[src/include/plsc_defs.svh]
`ifndef PLSC_DEFS_SVH
`define PLSC_DEFS_SVH

// ==================================================
// Register offsets (byte addresses)
`define PLSC_OFS_CTRL      8'h00
`define PLSC_OFS_SOURCE    8'h04
`define PLSC_OFS_PRESET1   8'h08
`define PLSC_OFS_PRESET2   8'h0C
`define PLSC_OFS_PRESET4   8'h10
`define PLSC_OFS_KP        8'h14
`define PLSC_OFS_KI        8'h18
`define PLSC_OFS_KD        8'h1C
`define PLSC_OFS_RAMP      8'h20
`define PLSC_OFS_KEYPAD_SP 8'h24
`define PLSC_OFS_STATUS    8'h28
`define PLSC_OFS_SPEED     8'h2C
`define PLSC_OFS_SETPOINT  8'h30
`define PLSC_OFS_FEEDBACK  8'h34

// ==================================================
// Field positions
`define PLSC_CTRL_LOOP_EN    0
`define PLSC_CTRL_REVERSE    1
`define PLSC_CTRL_FB_CURRENT 2
`define PLSC_STAT_ACTIVE     0
`define PLSC_STAT_CONFLICT   1

// ==================================================
// Reset values and keypad step size
`define PLSC_RST_CTRL   3'h0
`define PLSC_RST_SOURCE 3'h1
`define PLSC_RST_PRESET 16'h0000
`define PLSC_RST_KP     16'h0100
`define PLSC_RST_KI     16'h0000
`define PLSC_RST_KD     16'h0000
`define PLSC_RST_RAMP   16'h0000
`define PLSC_RST_KSP    16'h0000
`define PLSC_KEY_STEP   16'h0040

// ==================================================
// Timing
`define PLSC_CLK_PERIOD_NS    50
`define PLSC_SAMPLE_PERIOD_NS 3906250
`define PLSC_TENTH_S_NS       100000000
`define PLSC_FLASH_NS         1000000000
`define PLSC_SAMPLE_CYC (`PLSC_SAMPLE_PERIOD_NS / `PLSC_CLK_PERIOD_NS)
`define PLSC_TENTH_CYC  (`PLSC_TENTH_S_NS / `PLSC_CLK_PERIOD_NS)
`define PLSC_FLASH_CYC  (`PLSC_FLASH_NS / `PLSC_CLK_PERIOD_NS)

`endif

[src/include/plsc_pkg.sv]
package plsc_pkg;

  typedef enum logic [2:0] {
    PLSC_SRC_KEYPAD,
    PLSC_SRC_CURRENT,
    PLSC_SRC_VOLTAGE,
    PLSC_SRC_POT,
    PLSC_SRC_PRESET1,
    PLSC_SRC_PRESET2,
    PLSC_SRC_PRESET4,
    PLSC_SRC_SELECTED
  } plsc_src_t;

  typedef enum logic [1:0] {
    PLSC_DISP_LOAD,
    PLSC_DISP_VOLTS,
    PLSC_DISP_FEEDBACK
  } plsc_disp_t;

endpackage

[src/rtl/plsc_ramp.sv]
`timescale 1ns/1ps
`include "plsc_defs.svh"

module plsc_ramp #(
  parameter int W             = 16,
  parameter int CYC_PER_TENTH = `PLSC_TENTH_CYC
) (
  input  wire logic         i_clk,
  input  wire logic         i_rst_n,
  input  wire logic         i_ce,
  input  wire logic [W-1:0] i_target,
  input  wire logic [15:0]  i_ramp_time,
  output logic      [W-1:0] o_value
);

  // ==================================================
  // Parameter check: at most one LSB per clock, so a tenth must span full scale
  if (CYC_PER_TENTH < (1 << W) - 1) begin : g_bad_rate
    $error("plsc_ramp: CYC_PER_TENTH below full scale");
  end

  // ==================================================
  // Phase accumulator: one LSB step each time full scale worth of credit
  // reaches or exceeds the ramp time in clocks, so no divider is needed
  localparam logic [39:0] FULL  = 40'((1 << W) - 1);
  localparam logic [39:0] TENTH = 40'(CYC_PER_TENTH);

  logic [39:0]  acc;
  logic [39:0]  next_acc;
  logic [W-1:0] next_value;
  logic [39:0]  limit;

  always_comb begin
    limit      = 40'(i_ramp_time) * TENTH;
    next_acc   = acc;
    next_value = o_value;
    if (i_ramp_time == 16'h0000) begin
      next_value = i_target;
      next_acc   = 40'h0;
    end else if (o_value == i_target) begin
      next_acc = 40'h0;
    end else if (acc + FULL >= limit) begin
      next_acc = acc + FULL - limit;
      if (o_value < i_target) begin
        next_value = o_value + W'(1);
      end else begin
        next_value = o_value - W'(1);
      end
    end else begin
      next_acc = acc + FULL;
    end
  end

  always_ff @(posedge i_clk) begin
    if (!i_rst_n) begin
      acc     <= 40'h0;
      o_value <= '0;
    end else if (i_ce) begin
      acc     <= next_acc;
      o_value <= next_value;
    end
  end

endmodule

[src/rtl/plsc_top.sv]
// The implementer's own choices: the placing of the registers and the strobed register port.
`timescale 1ns/1ps
`include "plsc_defs.svh"

// Notes on behaviour
// - Direct acting: falling feedback raises speed, rising feedback lowers it.
// - Reverse acting inverts the error sign, so rising feedback raises speed.
// - Setpoint comes from keypad, current, voltage, pot or presets one, two, four.
// - Selected source choice reads the source select terminals to pick the setpoint.
// - After reset the source selector points at the current loop input.
// - An analog input used for feedback is never taken as setpoint as well.
// - Keypad source: up and down keys step the setpoint on the normal display.
// - Integral term keeps accumulating error so steady-state error goes to zero.
// - Differential term follows rate of change of error, scaled by its gain.
// - Setpoint into the loop ramps from old to new value at the ramp time.
// - Ramp time zero passes the new setpoint straight through.
// - In loop mode the status field shows output frequency, not run.
// - Enter steps the lower-left field through load, voltage and feedback.
// - Selecting the feedback field first flashes a label, then shows the value.
// - Proportional term equals proportional gain times error.
// - Integral term rises at integral gain times error per second.
// - Loop acts only while enabled and the drive is in automatic mode.

module plsc_top #(
  parameter int W             = 16,
  parameter int SAMPLE_CYCLES = `PLSC_SAMPLE_CYC,
  parameter int TENTH_CYCLES  = `PLSC_TENTH_CYC,
  parameter int FLASH_CYCLES  = `PLSC_FLASH_CYC
) (
  input  wire logic         i_clk,
  input  wire logic         i_rst_n,
  input  wire logic         i_ce,
  input  wire logic [7:0]   i_addr,
  input  wire logic [31:0]  i_wdata,
  input  wire logic         i_wr,
  input  wire logic         i_rd,
  output logic      [31:0]  o_rdata,
  input  wire logic         i_auto_mode,
  input  wire logic         i_normal_display,
  input  wire logic [W-1:0] i_voltage_input_terminal,
  input  wire logic [W-1:0] i_current_loop_input_terminal,
  input  wire logic [2:0]   i_source_select_terminals,
  input  wire logic         i_key_up,
  input  wire logic         i_key_down,
  input  wire logic         i_key_enter,
  input  wire logic [15:0]  i_out_freq,
  input  wire logic [15:0]  i_load_pct,
  input  wire logic [15:0]  i_motor_volts,
  output logic      [W-1:0] o_speed_cmd,
  output logic              o_loop_active,
  output logic              o_status_is_freq,
  output logic      [15:0]  o_status_value,
  output logic      [1:0]   o_disp_field,
  output logic              o_disp_flash_label,
  output logic      [15:0]  o_disp_value
);

  // ==================================================
  // Parameter check
  if (W < 8 || W > 16) begin : g_bad_w
    $error("plsc_top: W must lie in 8..16");
  end
  if (SAMPLE_CYCLES < 2 || TENTH_CYCLES < 1 || FLASH_CYCLES < 1) begin : g_bad_cnt
    $error("plsc_top: counts too small");
  end

  localparam int          SW   = 40;
  localparam int          PW   = 2 * W + 6;
  localparam logic [W-1:0] FULL = W'((1 << W) - 1);
  localparam logic signed [SW-1:0] ACC_LIM = SW'(FULL) <<< 16;

  // ==================================================
  // Pin synchronisers: sync1 feeds only sync2
  localparam int PINW = 2 * W + 6;
  logic [PINW-1:0] pin_raw;
  logic [PINW-1:0] sync1;
  logic [PINW-1:0] sync2;
  logic [2:0]      keys_prev;

  assign pin_raw = {i_voltage_input_terminal, i_current_loop_input_terminal,
                    i_source_select_terminals, i_key_up, i_key_down, i_key_enter};

  always_ff @(posedge i_clk) begin
    if (!i_rst_n) begin
      sync1     <= '0;
      sync2     <= '0;
      keys_prev <= 3'h0;
    end else if (i_ce) begin
      sync1     <= pin_raw;
      sync2     <= sync1;
      keys_prev <= sync2[2:0];
    end
  end

  logic [W-1:0] volt_in;
  logic [W-1:0] curr_in;
  logic [2:0]   sel_in;
  logic         up_press;
  logic         down_press;
  logic         enter_press;

  assign volt_in     = sync2[PINW-1 -: W];
  assign curr_in     = sync2[W+5 -: W];
  assign sel_in      = sync2[5:3];
  assign up_press    = sync2[2] & ~keys_prev[2];
  assign down_press  = sync2[1] & ~keys_prev[1];
  assign enter_press = sync2[0] & ~keys_prev[0];

  // ==================================================
  // Register file
  logic [2:0]   ctrl;
  logic [2:0]   src_reg;
  logic [15:0]  preset1, preset2, preset4, kp, ki, kd, ramp_time;
  logic [W-1:0] key_sp;
  logic [2:0]   next_ctrl;
  logic [2:0]   next_src;
  logic [15:0]  next_p1, next_p2, next_p4, next_kp, next_ki, next_kd, next_ramp;
  logic [W-1:0] next_key_sp;
  logic [31:0]  next_rdata;

  function automatic logic hit(input logic [7:0] a, input logic [7:0] ofs);
    hit = (a == ofs);
  endfunction

  // Setpoint selection
  plsc_pkg::plsc_src_t eff_src;
  logic [W-1:0]        sp_raw;
  logic                conflict;
  logic [W-1:0]        sp_target;
  logic [W-1:0]        sp_ramped;
  logic [W-1:0]        fb_val;
  logic                loop_en;

  assign loop_en = ctrl[`PLSC_CTRL_LOOP_EN] & i_auto_mode;
  assign fb_val  = ctrl[`PLSC_CTRL_FB_CURRENT] ? curr_in : volt_in;

  always_comb begin
    if (plsc_pkg::plsc_src_t'(src_reg) == plsc_pkg::PLSC_SRC_SELECTED) begin
      eff_src = plsc_pkg::plsc_src_t'(sel_in);
      if (eff_src == plsc_pkg::PLSC_SRC_SELECTED) begin
        eff_src = plsc_pkg::PLSC_SRC_KEYPAD;
      end
    end else begin
      eff_src = plsc_pkg::plsc_src_t'(src_reg);
    end
    conflict = 1'b0;
    case (eff_src)
      plsc_pkg::PLSC_SRC_KEYPAD:  sp_raw = key_sp;
      plsc_pkg::PLSC_SRC_CURRENT: begin
        sp_raw   = curr_in;
        conflict = ctrl[`PLSC_CTRL_FB_CURRENT];
      end
      plsc_pkg::PLSC_SRC_VOLTAGE, plsc_pkg::PLSC_SRC_POT: begin
        sp_raw   = volt_in;
        conflict = ~ctrl[`PLSC_CTRL_FB_CURRENT];
      end
      plsc_pkg::PLSC_SRC_PRESET1: sp_raw = preset1[W-1:0];
      plsc_pkg::PLSC_SRC_PRESET2: sp_raw = preset2[W-1:0];
      plsc_pkg::PLSC_SRC_PRESET4: sp_raw = preset4[W-1:0];
      default:                    sp_raw = key_sp;
    endcase
  end

  // Shared input terminal: setpoint falls back to zero rather than chase feedback
  assign sp_target = conflict ? '0 : sp_raw;

  always_comb begin
    next_ctrl   = ctrl;
    next_src    = src_reg;
    next_p1     = preset1;
    next_p2     = preset2;
    next_p4     = preset4;
    next_kp     = kp;
    next_ki     = ki;
    next_kd     = kd;
    next_ramp   = ramp_time;
    next_key_sp = key_sp;
    if (i_wr) begin
      if (hit(i_addr, `PLSC_OFS_CTRL))      next_ctrl   = i_wdata[2:0];
      if (hit(i_addr, `PLSC_OFS_SOURCE))    next_src    = i_wdata[2:0];
      if (hit(i_addr, `PLSC_OFS_PRESET1))   next_p1     = i_wdata[15:0];
      if (hit(i_addr, `PLSC_OFS_PRESET2))   next_p2     = i_wdata[15:0];
      if (hit(i_addr, `PLSC_OFS_PRESET4))   next_p4     = i_wdata[15:0];
      if (hit(i_addr, `PLSC_OFS_KP))        next_kp     = i_wdata[15:0];
      if (hit(i_addr, `PLSC_OFS_KI))        next_ki     = i_wdata[15:0];
      if (hit(i_addr, `PLSC_OFS_KD))        next_kd     = i_wdata[15:0];
      if (hit(i_addr, `PLSC_OFS_RAMP))      next_ramp   = i_wdata[15:0];
      if (hit(i_addr, `PLSC_OFS_KEYPAD_SP)) next_key_sp = i_wdata[W-1:0];
    end
    // Keys act after a same-cycle software write, keeping the press
    if (eff_src == plsc_pkg::PLSC_SRC_KEYPAD && i_normal_display) begin
      if (up_press && !down_press) begin
        next_key_sp = (next_key_sp > FULL - W'(`PLSC_KEY_STEP)) ? FULL
                    : next_key_sp + W'(`PLSC_KEY_STEP);
      end else if (down_press && !up_press) begin
        next_key_sp = (next_key_sp < W'(`PLSC_KEY_STEP)) ? '0
                    : next_key_sp - W'(`PLSC_KEY_STEP);
      end
    end
    next_rdata = 32'h0;
    if (i_rd) begin
      case (i_addr)
        `PLSC_OFS_CTRL:      next_rdata = {29'h0, ctrl};
        `PLSC_OFS_SOURCE:    next_rdata = {29'h0, src_reg};
        `PLSC_OFS_PRESET1:   next_rdata = {16'h0, preset1};
        `PLSC_OFS_PRESET2:   next_rdata = {16'h0, preset2};
        `PLSC_OFS_PRESET4:   next_rdata = {16'h0, preset4};
        `PLSC_OFS_KP:        next_rdata = {16'h0, kp};
        `PLSC_OFS_KI:        next_rdata = {16'h0, ki};
        `PLSC_OFS_KD:        next_rdata = {16'h0, kd};
        `PLSC_OFS_RAMP:      next_rdata = {16'h0, ramp_time};
        `PLSC_OFS_KEYPAD_SP: next_rdata = 32'(key_sp);
        `PLSC_OFS_STATUS:    next_rdata = {30'h0, conflict, o_loop_active};
        `PLSC_OFS_SPEED:     next_rdata = 32'(o_speed_cmd);
        `PLSC_OFS_SETPOINT:  next_rdata = 32'(sp_ramped);
        `PLSC_OFS_FEEDBACK:  next_rdata = 32'(fb_val);
        default:             next_rdata = 32'h0;
      endcase
    end
  end

  always_ff @(posedge i_clk) begin
    if (!i_rst_n) begin
      ctrl      <= `PLSC_RST_CTRL;
      src_reg   <= `PLSC_RST_SOURCE;
      preset1   <= `PLSC_RST_PRESET;
      preset2   <= `PLSC_RST_PRESET;
      preset4   <= `PLSC_RST_PRESET;
      kp        <= `PLSC_RST_KP;
      ki        <= `PLSC_RST_KI;
      kd        <= `PLSC_RST_KD;
      ramp_time <= `PLSC_RST_RAMP;
      key_sp    <= W'(`PLSC_RST_KSP);
      o_rdata   <= 32'h0;
    end else if (i_ce) begin
      ctrl      <= next_ctrl;
      src_reg   <= next_src;
      preset1   <= next_p1;
      preset2   <= next_p2;
      preset4   <= next_p4;
      kp        <= next_kp;
      ki        <= next_ki;
      kd        <= next_kd;
      ramp_time <= next_ramp;
      key_sp    <= next_key_sp;
      o_rdata   <= next_rdata;
    end
  end

  // ==================================================
  // Setpoint ramp
  plsc_ramp #(.W(W), .CYC_PER_TENTH(TENTH_CYCLES)) u_ramp (
    .i_clk       (i_clk),
    .i_rst_n     (i_rst_n),
    .i_ce        (i_ce),
    .i_target    (sp_target),
    .i_ramp_time (ramp_time),
    .o_value     (sp_ramped)
  );

  // ==================================================
  // Control loop, updated once per sample period
  logic [31:0]          tick_cnt, next_tick_cnt;
  logic signed [SW-1:0] integ, next_integ;
  logic signed [SW-1:0] err_prev, next_err_prev;
  logic [W-1:0]         next_speed;
  logic                 next_active;
  logic signed [SW-1:0] err, p_term, i_term, d_term, sum, integ_sum;

  always_comb begin
    next_tick_cnt = (tick_cnt == 32'(SAMPLE_CYCLES - 1)) ? 32'h0 : tick_cnt + 32'h1;
    next_integ    = integ;
    next_err_prev = err_prev;
    next_speed    = o_speed_cmd;
    next_active   = loop_en;
    if (ctrl[`PLSC_CTRL_REVERSE]) begin
      err = SW'(fb_val) - SW'(sp_ramped);
    end else begin
      err = SW'(sp_ramped) - SW'(fb_val);
    end
    p_term    = SW'(PW'($signed({1'b0, kp}) * $signed(err[W:0])) >>> 8);
    integ_sum = integ + SW'(PW'($signed({1'b0, ki}) * $signed(err[W:0])));
    if (integ_sum > ACC_LIM) begin
      integ_sum = ACC_LIM;
    end else if (integ_sum < -ACC_LIM) begin
      integ_sum = -ACC_LIM;
    end
    i_term = integ_sum >>> 16;
    d_term = SW'(PW'($signed({1'b0, kd}) * $signed(err[W+1:0] - err_prev[W+1:0])));
    sum    = p_term + i_term + d_term;
    if (!loop_en) begin
      next_integ    = '0;
      next_err_prev = '0;
      next_speed    = '0;
    end else if (tick_cnt == 32'h0) begin
      next_integ    = integ_sum;
      next_err_prev = err;
      if (sum < 0) begin
        next_speed = '0;
      end else if (sum > SW'(FULL)) begin
        next_speed = FULL;
      end else begin
        next_speed = sum[W-1:0];
      end
    end
  end

  always_ff @(posedge i_clk) begin
    if (!i_rst_n) begin
      tick_cnt      <= 32'h0;
      integ         <= '0;
      err_prev      <= '0;
      o_speed_cmd   <= '0;
      o_loop_active <= 1'b0;
    end else if (i_ce) begin
      tick_cnt      <= next_tick_cnt;
      integ         <= next_integ;
      err_prev      <= next_err_prev;
      o_speed_cmd   <= next_speed;
      o_loop_active <= next_active;
    end
  end

  // ==================================================
  // Operator display
  plsc_pkg::plsc_disp_t disp, next_disp;
  logic [31:0]          flash_cnt, next_flash_cnt;
  logic                 next_is_freq;
  logic [15:0]          next_status_value;
  logic [15:0]          next_disp_value;

  always_comb begin
    next_disp      = disp;
    next_flash_cnt = (flash_cnt != 32'h0) ? flash_cnt - 32'h1 : 32'h0;
    if (ctrl[`PLSC_CTRL_LOOP_EN] && enter_press) begin
      case (disp)
        plsc_pkg::PLSC_DISP_LOAD:  next_disp = plsc_pkg::PLSC_DISP_VOLTS;
        plsc_pkg::PLSC_DISP_VOLTS: begin
          next_disp      = plsc_pkg::PLSC_DISP_FEEDBACK;
          next_flash_cnt = 32'(FLASH_CYCLES);
        end
        default: begin
          next_disp      = plsc_pkg::PLSC_DISP_LOAD;
          next_flash_cnt = 32'h0;
        end
      endcase
    end
    next_is_freq      = ctrl[`PLSC_CTRL_LOOP_EN];
    next_status_value = ctrl[`PLSC_CTRL_LOOP_EN] ? i_out_freq : 16'h0;
    case (next_disp)
      plsc_pkg::PLSC_DISP_LOAD:  next_disp_value = i_load_pct;
      plsc_pkg::PLSC_DISP_VOLTS: next_disp_value = i_motor_volts;
      default:                   next_disp_value = (next_flash_cnt != 32'h0) ? 16'h0
                                                 : 16'(fb_val);
    endcase
  end

  always_ff @(posedge i_clk) begin
    if (!i_rst_n) begin
      disp               <= plsc_pkg::PLSC_DISP_LOAD;
      flash_cnt          <= 32'h0;
      o_status_is_freq   <= 1'b0;
      o_status_value     <= 16'h0;
      o_disp_field       <= 2'h0;
      o_disp_flash_label <= 1'b0;
      o_disp_value       <= 16'h0;
    end else if (i_ce) begin
      disp               <= next_disp;
      flash_cnt          <= next_flash_cnt;
      o_status_is_freq   <= next_is_freq;
      o_status_value     <= next_status_value;
      o_disp_field       <= next_disp;
      o_disp_flash_label <= (next_flash_cnt != 32'h0);
      o_disp_value       <= next_disp_value;
    end
  end

endmodule
[config.mk]
export PLATFORM = sky130hd
export DESIGN_NAME = plsc_top
export DESIGN_NICKNAME = d
export VERILOG_FILES = /design/src/include/plsc_pkg.sv /design/src/rtl/plsc_ramp.sv /design/src/rtl/plsc_top.sv
export VERILOG_INCLUDE_DIRS = /design/src /design/src/include
export SDC_FILE = /design/constraint.sdc
export NUM_CORES = 2
export LEC_CHECK = 0
export BUFFER_PORTS_ARGS = -buffer_cell sky130_fd_sc_hd__buf_2
export CAP_MARGIN = 10
export CORE_MARGIN = 2
export CORE_UTILIZATION = 43
export CTS_CLUSTER_DIAMETER = 120
export DETAILED_ROUTE_END_ITERATION = 8
export PLACE_DENSITY = 0.62
export SYNTH_ARGS = -nofsm -noshare
export SYNTH_HDL_FRONTEND = slang
export SYNTH_SLANG_ARGS = --single-unit
[constraint.sdc]
create_clock -name i_clk -period 45.7 [get_ports i_clk]
set_clock_uncertainty 0.05 [all_clocks]
set_input_delay 2.285 -clock i_clk [delete_from_list [all_inputs] [get_ports i_clk]]
set_output_delay 2.285 -clock i_clk [all_outputs]
set_load 0.005 [all_outputs]
## Word level (Yosys, flattened, before mapping)

Cells that the tools add are included.

- Word-level logic and storage cells: 157
- Output and inout bits: 85
- Register bits: 476

- Bitwise logic cells: 8
- Equal/unequal tests: 27
- Magnitude comparators: 8
- Multiply operators: 4
- Reduce and logical (&&, ||, !) cells: 27
- Mux-type cells: 42
- $add $sub $neg: 14

Operators by type and width:

| cell | count |
|---|---|
| two-way mux 16 bit | 20 |
| two-way mux 40 bit | 7 |
| case mux 16 bit (14 select lines) | 1 |
| two-way mux 32 bit | 3 |
| case mux 16 bit (5 select lines) | 1 |
| multiplier 17 x 17 -> 34 bit | 2 |
| case mux 32 bit (2 select lines) | 1 |
| nonzero test 32 bit | 2 |
| two-way mux 18 bit | 3 |
| equality test 8 x 6 -> 1 bit (second input constant) | 6 |
| adder 40 x 16 -> 40 bit (second input constant) | 1 |
| adder 40 x 34 -> 40 bit | 1 |
| greater-or-equal comparator 40 x 37 -> 1 bit | 1 |
| greater-than comparator 40 x 16 -> 1 bit (second input constant) | 1 |
| greater-than comparator 40 x 33 -> 1 bit (second input constant) | 1 |
| < comparator 40 x 33 -> 1 bit (second input constant) | 1 |
| subtractor 40 x 37 -> 40 bit | 1 |
| adder 27 x 35 -> 36 bit | 1 |
| < comparator 36 x 1 -> 1 bit (second input constant) | 1 |
| multiplier 17 x 18 -> 35 bit | 1 |
| subtractor 16 x 16 -> 17 bit | 2 |
| adder 32 x 1 -> 32 bit (second input constant) | 1 |
| equality test 32 x 17 -> 1 bit (second input constant) | 1 |
| equality test 8 x 5 -> 1 bit (second input constant) | 4 |
| 37 further kinds | 66 |

## Longest topological paths before layout

- Depth in word-level cells: 15
- Gate-level depth with buffers: 61
- Gate-level depth less buffers: 56

## Modules after synthesis

From an unflattened synthesis, not the netlist that was laid out.

- Cells, all modules: 7,704
- Area total of the unflattened synthesis: 63,912.5 µm²

By module, submodules not included:

| module | cells each | sequential area each (µm²) | area an instance (µm²) | times used |
|---|---|---|---|---|
| plsc_top | 6,552 | 8,067.7 | 54,359.6 | 1 |
| plsc_ramp | 1,152 | 1,121.1 | 9,552.9 | 1 |

## Worst setup path after synthesis

Ideal clock, no wire load.

- Path kind: reg2reg
- Start: register ctrl[2]
- End: register o_speed_cmd[10]
- Data required time: 45,522 ps
- Clock period less this slack: 14,931 ps
- Cell stages (with the launch flop): 57
- Arrival time: 14,753 ps
- Buffers on the path: 5
- Path slack: 30,769 ps
- Cells stage by stage: dfxtp_1 clkbuf_1 clkbuf_1 mux2i_1 inv_1 ha_1 a21o_1 a21o_1 a21o_1 o21ai_0 a21oi_1 o311ai_0 xor2_1 clkbuf_1 nor2b_1 fa_1 ha_1 inv_1 (+21 left out) fa_1 inv_1 fa_1 inv_1 fa_1 fa_1 ha_1 clkbuf_1 o22ai_1 a2111oi_0 nand4_1 a2111oi_0 o2111ai_1 a2111oi_0 o2111ai_1 clkbuf_1 nor4_1 o21ai_0

- Longest elaborated chain between the ends: 15

RTL lines:

| element | line | source |
|---|---|---|
| start, declared | plsc_top.sv:111 | `logic [2:0] ctrl;` |
| start signal, assigned | plsc_top.sv:224 | `` ctrl <= `PLSC_RST_CTRL; `` |
| start signal, assigned | plsc_top.sv:236 | `ctrl <= next_ctrl;` |
| two-way mux 16 bit * | plsc_top.sv:135 | `` assign fb_val = ctrl[`PLSC_CTRL_FB_CURRENT] ? curr_in : volt_in; `` |
| subtractor 16 x 16 -> 17 bit, on equally long branches | plsc_top.sv:279, plsc_top.sv:277 |  |
| two-way mux 18 bit * | plsc_top.sv:276 | `` if (ctrl[`PLSC_CTRL_REVERSE]) begin `` |
| multiplier 17 x 17 -> 34 bit | plsc_top.sv:282 | `integ_sum = integ + SW'(PW'($signed({1'b0, ki}) * $signed(err[W:0])));` |
| adder 40 x 34 -> 40 bit | plsc_top.sv:282 |  |
| < comparator 40 x 33 -> 1 bit | plsc_top.sv:285 | `end else if (integ_sum < -ACC_LIM) begin` |
| two-way mux 40 bit | plsc_top.sv:285 |  |
| two-way mux 40 bit | plsc_top.sv:283 | `if (integ_sum > ACC_LIM) begin` |
| adder 26 x 24 -> 27 bit | plsc_top.sv:290 | `sum = p_term + i_term + d_term;` |
| adder 27 x 35 -> 36 bit * | plsc_top.sv:290 |  |
| greater-than comparator 40 x 16 -> 1 bit | plsc_top.sv:300 | `end else if (sum > SW'(FULL)) begin` |
| two-way mux 16 bit | plsc_top.sv:300 |  |
| two-way mux 16 bit * | plsc_top.sv:298 | `if (sum < 0) begin` |
| two-way mux 16 bit * | plsc_top.sv:295 | `end else if (tick_cnt == 32'h0) begin` |
| two-way mux 16 bit * | plsc_top.sv:291 | `if (!loop_en) begin` |
| end signal, assigned | plsc_top.sv:319 | `o_speed_cmd <= next_speed;` |
| end, declared | plsc_top.sv:49 | `output logic [W-1:0] o_speed_cmd,` |

Every way passes the cells marked *; elsewhere a longest branch is shown, timed or not. The select of a mux whose other input is x is not followed.
A chain may end at the register's enable or synchronous reset.

## Final worst setup path

- Start: register ctrl[2]
- End: register o_speed_cmd[7]

The elaborated chain is that of the path after synthesis.

==> impl_summary.log <==
INFO  metric outcome = complete, no violations
INFO  metric synth-warning-count = 0
INFO  metric postSynthRegisterBits = 459
INFO  metric final.min_clock_period = around 19 ns
INFO  metric cp_max_fo = 34
INFO  metric leakage = roughly 0.032 uW
INFO  metric share_of_synthesized_area_occupied_by_flip_flops_and_latches = around 14%
INFO  metric synth.top_cells.by_area = sky130_fd_sc_hd__fa_1, sky130_fd_sc_hd__dfxtp_1, sky130_fd_sc_hd__ha_1, sky130_fd_sc_hd__inv_1, sky130_fd_sc_hd__nand2_1
INFO  metric p_int = roughly 1600 uW
INFO  metric timing_hold_violations_final = 0
INFO  metric critical_path_slowest_stage_cell = sky130_fd_sc_hd__dfxtp_1
INFO  metric cts.root.buffer_cell = sky130_fd_sc_hd__clkbuf_16
INFO  metric dominantRegCellSynth = sky130_fd_sc_hd__dfxtp_1
INFO  metric fillerInstances = between 10000 and 15000
INFO  metric holdWs = between 0.4 and 0.5 ns
INFO  metric switching_power = roughly 1800 uW
INFO  metric post-route-period-util = between 40% and 50%
INFO  metric grt_pass1_wl = slightly above 300000 um
INFO  metric seq_power_share = a little over an eighth
INFO  metric detailroute.via_count = 53900
INFO  metric clk_pin_slew_worst_paths = about 0.06 ns
INFO  metric dp_hpwl = between 150000 and 200000 um
INFO  metric slew_viol_final = 0
INFO  metric die_area = ~150000 um2
INFO  metric global_route.usage.total = between 20% and 30%
INFO  metric clock_tree.buffer_depth = 3
INFO  metric sw_share = a little over half
INFO  metric io-pin-count = about 220
INFO  metric post-route-drc-count = 0
INFO  metric first_global_vias = 54600
INFO  metric yosys.area.top_type = sky130_fd_sc_hd__fa_1
INFO  metric cp_data_required_time = ~46 ns
INFO  metric dr.pass1.iters = 9
INFO  metric chipHeight = 390 um
INFO  metric clock_buffers_created_by_tritoncts = 53
INFO  metric fmax = roughly 52 MHz
INFO  metric syn-cell-area = 63900 um2
INFO  metric ant_nets = 0
INFO  metric number_of_maximum_capacitance_constraint_violations = 0
INFO  metric row_count = roughly 140
INFO  metric power_frac_clock = between 10 and 15%
INFO  metric cts_hold_buf = 0
INFO  metric start_util = 43.3%
INFO  metric arrival_worst_endpoint = around 20 ns
INFO  metric min-delay-path-class = flop to flop
INFO  metric slew-limit-headroom = about 11%
INFO  metric finalSetupTns = 0 ns
INFO  metric grt_max_degree = about 200
INFO  metric post_cts.resized_instances = 0
INFO  metric cts.sink_count = 459
INFO  metric synth_async_sr_flop_share = 0%
INFO  metric setup-violations-final = 0
INFO  metric power.density = between 40 and 50 nW/um2
INFO  metric drt-initial-drc-count = ~4200
INFO  metric routabilityCongestion = roughly 0.96
INFO  metric grt_remaining_overflow = 0
INFO  metric post-synth-top-area-fraction = between 20% and 30%
INFO  metric synthesis.area_per_instance = roughly 8.3 um2
INFO  metric largest_stage_delay_on_the_critical_path = between 0.9 and 1 ns
INFO  metric insertion_delay = between 0.6 and 0.7 ns
INFO  metric timing.critical_path.to_type = flop
INFO  metric timing.critical_path.max_delay_family = compound AO/OA/AOI/OAI gates
INFO  metric number_of_buffer_and_inverter_instances_along_the_worst_setup_path = 10
INFO  metric synth_cell_type_count = 97
INFO  metric power.ir.vdd_worst = about 0.14 mV
INFO  metric largestRegisters = integ: 40 flops, u_ramp.acc: 40 flops
INFO  metric area.growth.synth_to_final = 7.60%
INFO  metric path_class = flop to flop
INFO  metric post_synth_inst_count = about 7700
INFO  metric synth-edff-count = 0
INFO  metric routedWlPerCell = between 20 and 25 um
INFO  metric antenna_found_initial = 23
INFO  metric fp.coreArea = around 150000 um2
INFO  metric die_x = a little under 400 um
INFO  metric final_layout_size_suffix_gt1_share = under 10%
INFO  metric depth_of_the_cts_h_tree = 2
INFO  metric port_buffers = approximately 190
INFO  metric rsz0062_at_grt = no
INFO  metric combinational_fraction_of_design_power = about three quarters
INFO  metric tritoncts = done
INFO  metric viasPerCell = roughly 5.6
INFO  metric route.final.wire_length = roughly 190000 um
INFO  metric cts_setup_buffers = 0
INFO  metric setup.worst_path.start_class = flop
INFO  metric finalNetCount = a little over 9000
INFO  metric worst_path_most_repeated_cell = sky130_fd_sc_hd__fa_1
INFO  metric timing_worst_slew_pin_value = between 1 and 1.5 ns
==> cell families (layout without fill, tap and decap cells) <==
group,count (synthesis),count (layout),synth area share [%]
AO/OA/AOI/OAI,1291,1291,13.3
XOR/XNOR,246,246,3.37
adder cells (fa/ha/maj),1459,1459,38.7
buffers and inverters,1639,1606,9.81
flip-flops,459,459,14.4
multiplexers,148,148,2.34
other,1,23,0.00586
AND/OR/NAND/NOR,2419,2419,18.2
==> through the flow <==
step / cells / utilization, % / area, um2 / total power (uW) / worst slack [ns]
finish: 9581 / 46.6 / 68800 / 3370 / 26.37
CTS: 9572 / 46.6 / 68700 / 3370 / 26.61
detailed placement: 9476 / 45.3 / 66900 / 2880 / 26.71
global placement: 9476 / 45.3 / 66900 / 2860 / 26.84
global route: 9576 / 46.6 / 68800 / 3690 / 25.58
floorplan: 7677 / - / 64000 / 2190 / 30.77
==> worst min-delay path: cells and delay by family (launching register included) <==
kind,cells,cell delay (ns)
flops,1,0.31
simple gates,1,0.05
compound gates,1,0.05
==> path summary, 6_finish.rpt <==
check,from,to,slack [ns],depth (start not counted)
worst min register to register,integ[32],integ[32],0.41,2
worst max register to register,ctrl[2],o_speed_cmd[7],26.37,54
worst min-delay path,integ[32],integ[32],0.41,2
worst max-delay path,ctrl[2],o_speed_cmd[7],26.37,54
==> cell usage in the layout, fill, tap and decap left out, types with 51 or more instances in the layout <==
cell / synthesis / routed
sky130_fd_sc_hd__ha_1: 596 / 596
sky130_fd_sc_hd__nor2b_1: 126 / 126
sky130_fd_sc_hd__clkbuf_16: 0 / 53
sky130_fd_sc_hd__dfxtp_1: 459 / 459
sky130_fd_sc_hd__o21ai_0: 237 / 235
sky130_fd_sc_hd__a221oi_1: 53 / 53
sky130_fd_sc_hd__nor3_1: 76 / 75
sky130_fd_sc_hd__mux2i_1: 134 / 133
sky130_fd_sc_hd__buf_4: 17 / 111
sky130_fd_sc_hd__buf_2: 18 / 184
sky130_fd_sc_hd__a21o_1: 77 / 77
sky130_fd_sc_hd__nand4_1: 75 / 75
sky130_fd_sc_hd__inv_1: 1210 / 1209
sky130_fd_sc_hd__nand3_1: 80 / 80
sky130_fd_sc_hd__xor2_1: 105 / 98
sky130_fd_sc_hd__and2_1: 292 / 291
sky130_fd_sc_hd__nor2_1: 419 / 415
sky130_fd_sc_hd__a21oi_1: 391 / 389
sky130_fd_sc_hd__xnor2_1: 141 / 124
sky130_fd_sc_hd__nand2b_1: 54 / 54
sky130_fd_sc_hd__o211ai_1: 51 / 51
sky130_fd_sc_hd__a22oi_1: 76 / 76
sky130_fd_sc_hd__fa_1: 863 / 863
sky130_fd_sc_hd__nand2_1: 1008 / 1008
sky130_fd_sc_hd__and3_1: 55 / 55
==> Yosys cell counts, drive strengths merged, types with 31 or more instances <==
cell	instances
a21o	77
clkbuf	377
a31oi	41
ha	596
and2	292
a21oi	393
mux2i	134
fa	863
o21ai	244
xnor2	141
nor2b	126
o22ai	42
inv	1210
nand2	1009
buf	51
or4	31
nor3	76
a221oi	53
nor2	419
and3	55
nand3	81
or2	35
nand2b	54
xor2	105
dfxtp	459
o21a	31
or3	50
a211oi	41
o211ai	52
nor4	60
nand4	76
a22oi	77
==> cell type report <==
type | count | area [um2] | area share, %
inverter | 1211 | 4550 | 6.62
multi-input combinational | 5579 | 48900 | 71.1
timing repair buffer | 299 | 1840 | 2.67
antenna | 7 | 17.5 | 0.0255
sequential | 459 | 9190 | 13.4
clock inverter | 27 | 374 | 0.544
tap | 1930 | 2410 | 3.51
clock buffer | 69 | 1500 | 2.17
==> per-layer routing <==
metal	track usage, %	wire length (um)
met1	34.5	81900
met2	41.8	89500
met4	8.15	6800
met5	0	164
met3	4.68	15700
==> power by group through the flow <==
| stage | sequential, uW | combinational [uW] | clock, uW |
|---|---|---|---|
| 3_3_place_gp | 446 | 2410 | 0 |
| 2_1_floorplan | 438 | 1750 | 0 |
| 3_5_place_dp | 447 | 2430 | 0 |
| 5_1_grt | 441 | 2760 | 487 |
| 6_report | 439 | 2470 | 467 |
| 4_1_cts | 438 | 2460 | 473 |
Note: power is estimated with default switching activity, not from simulation.
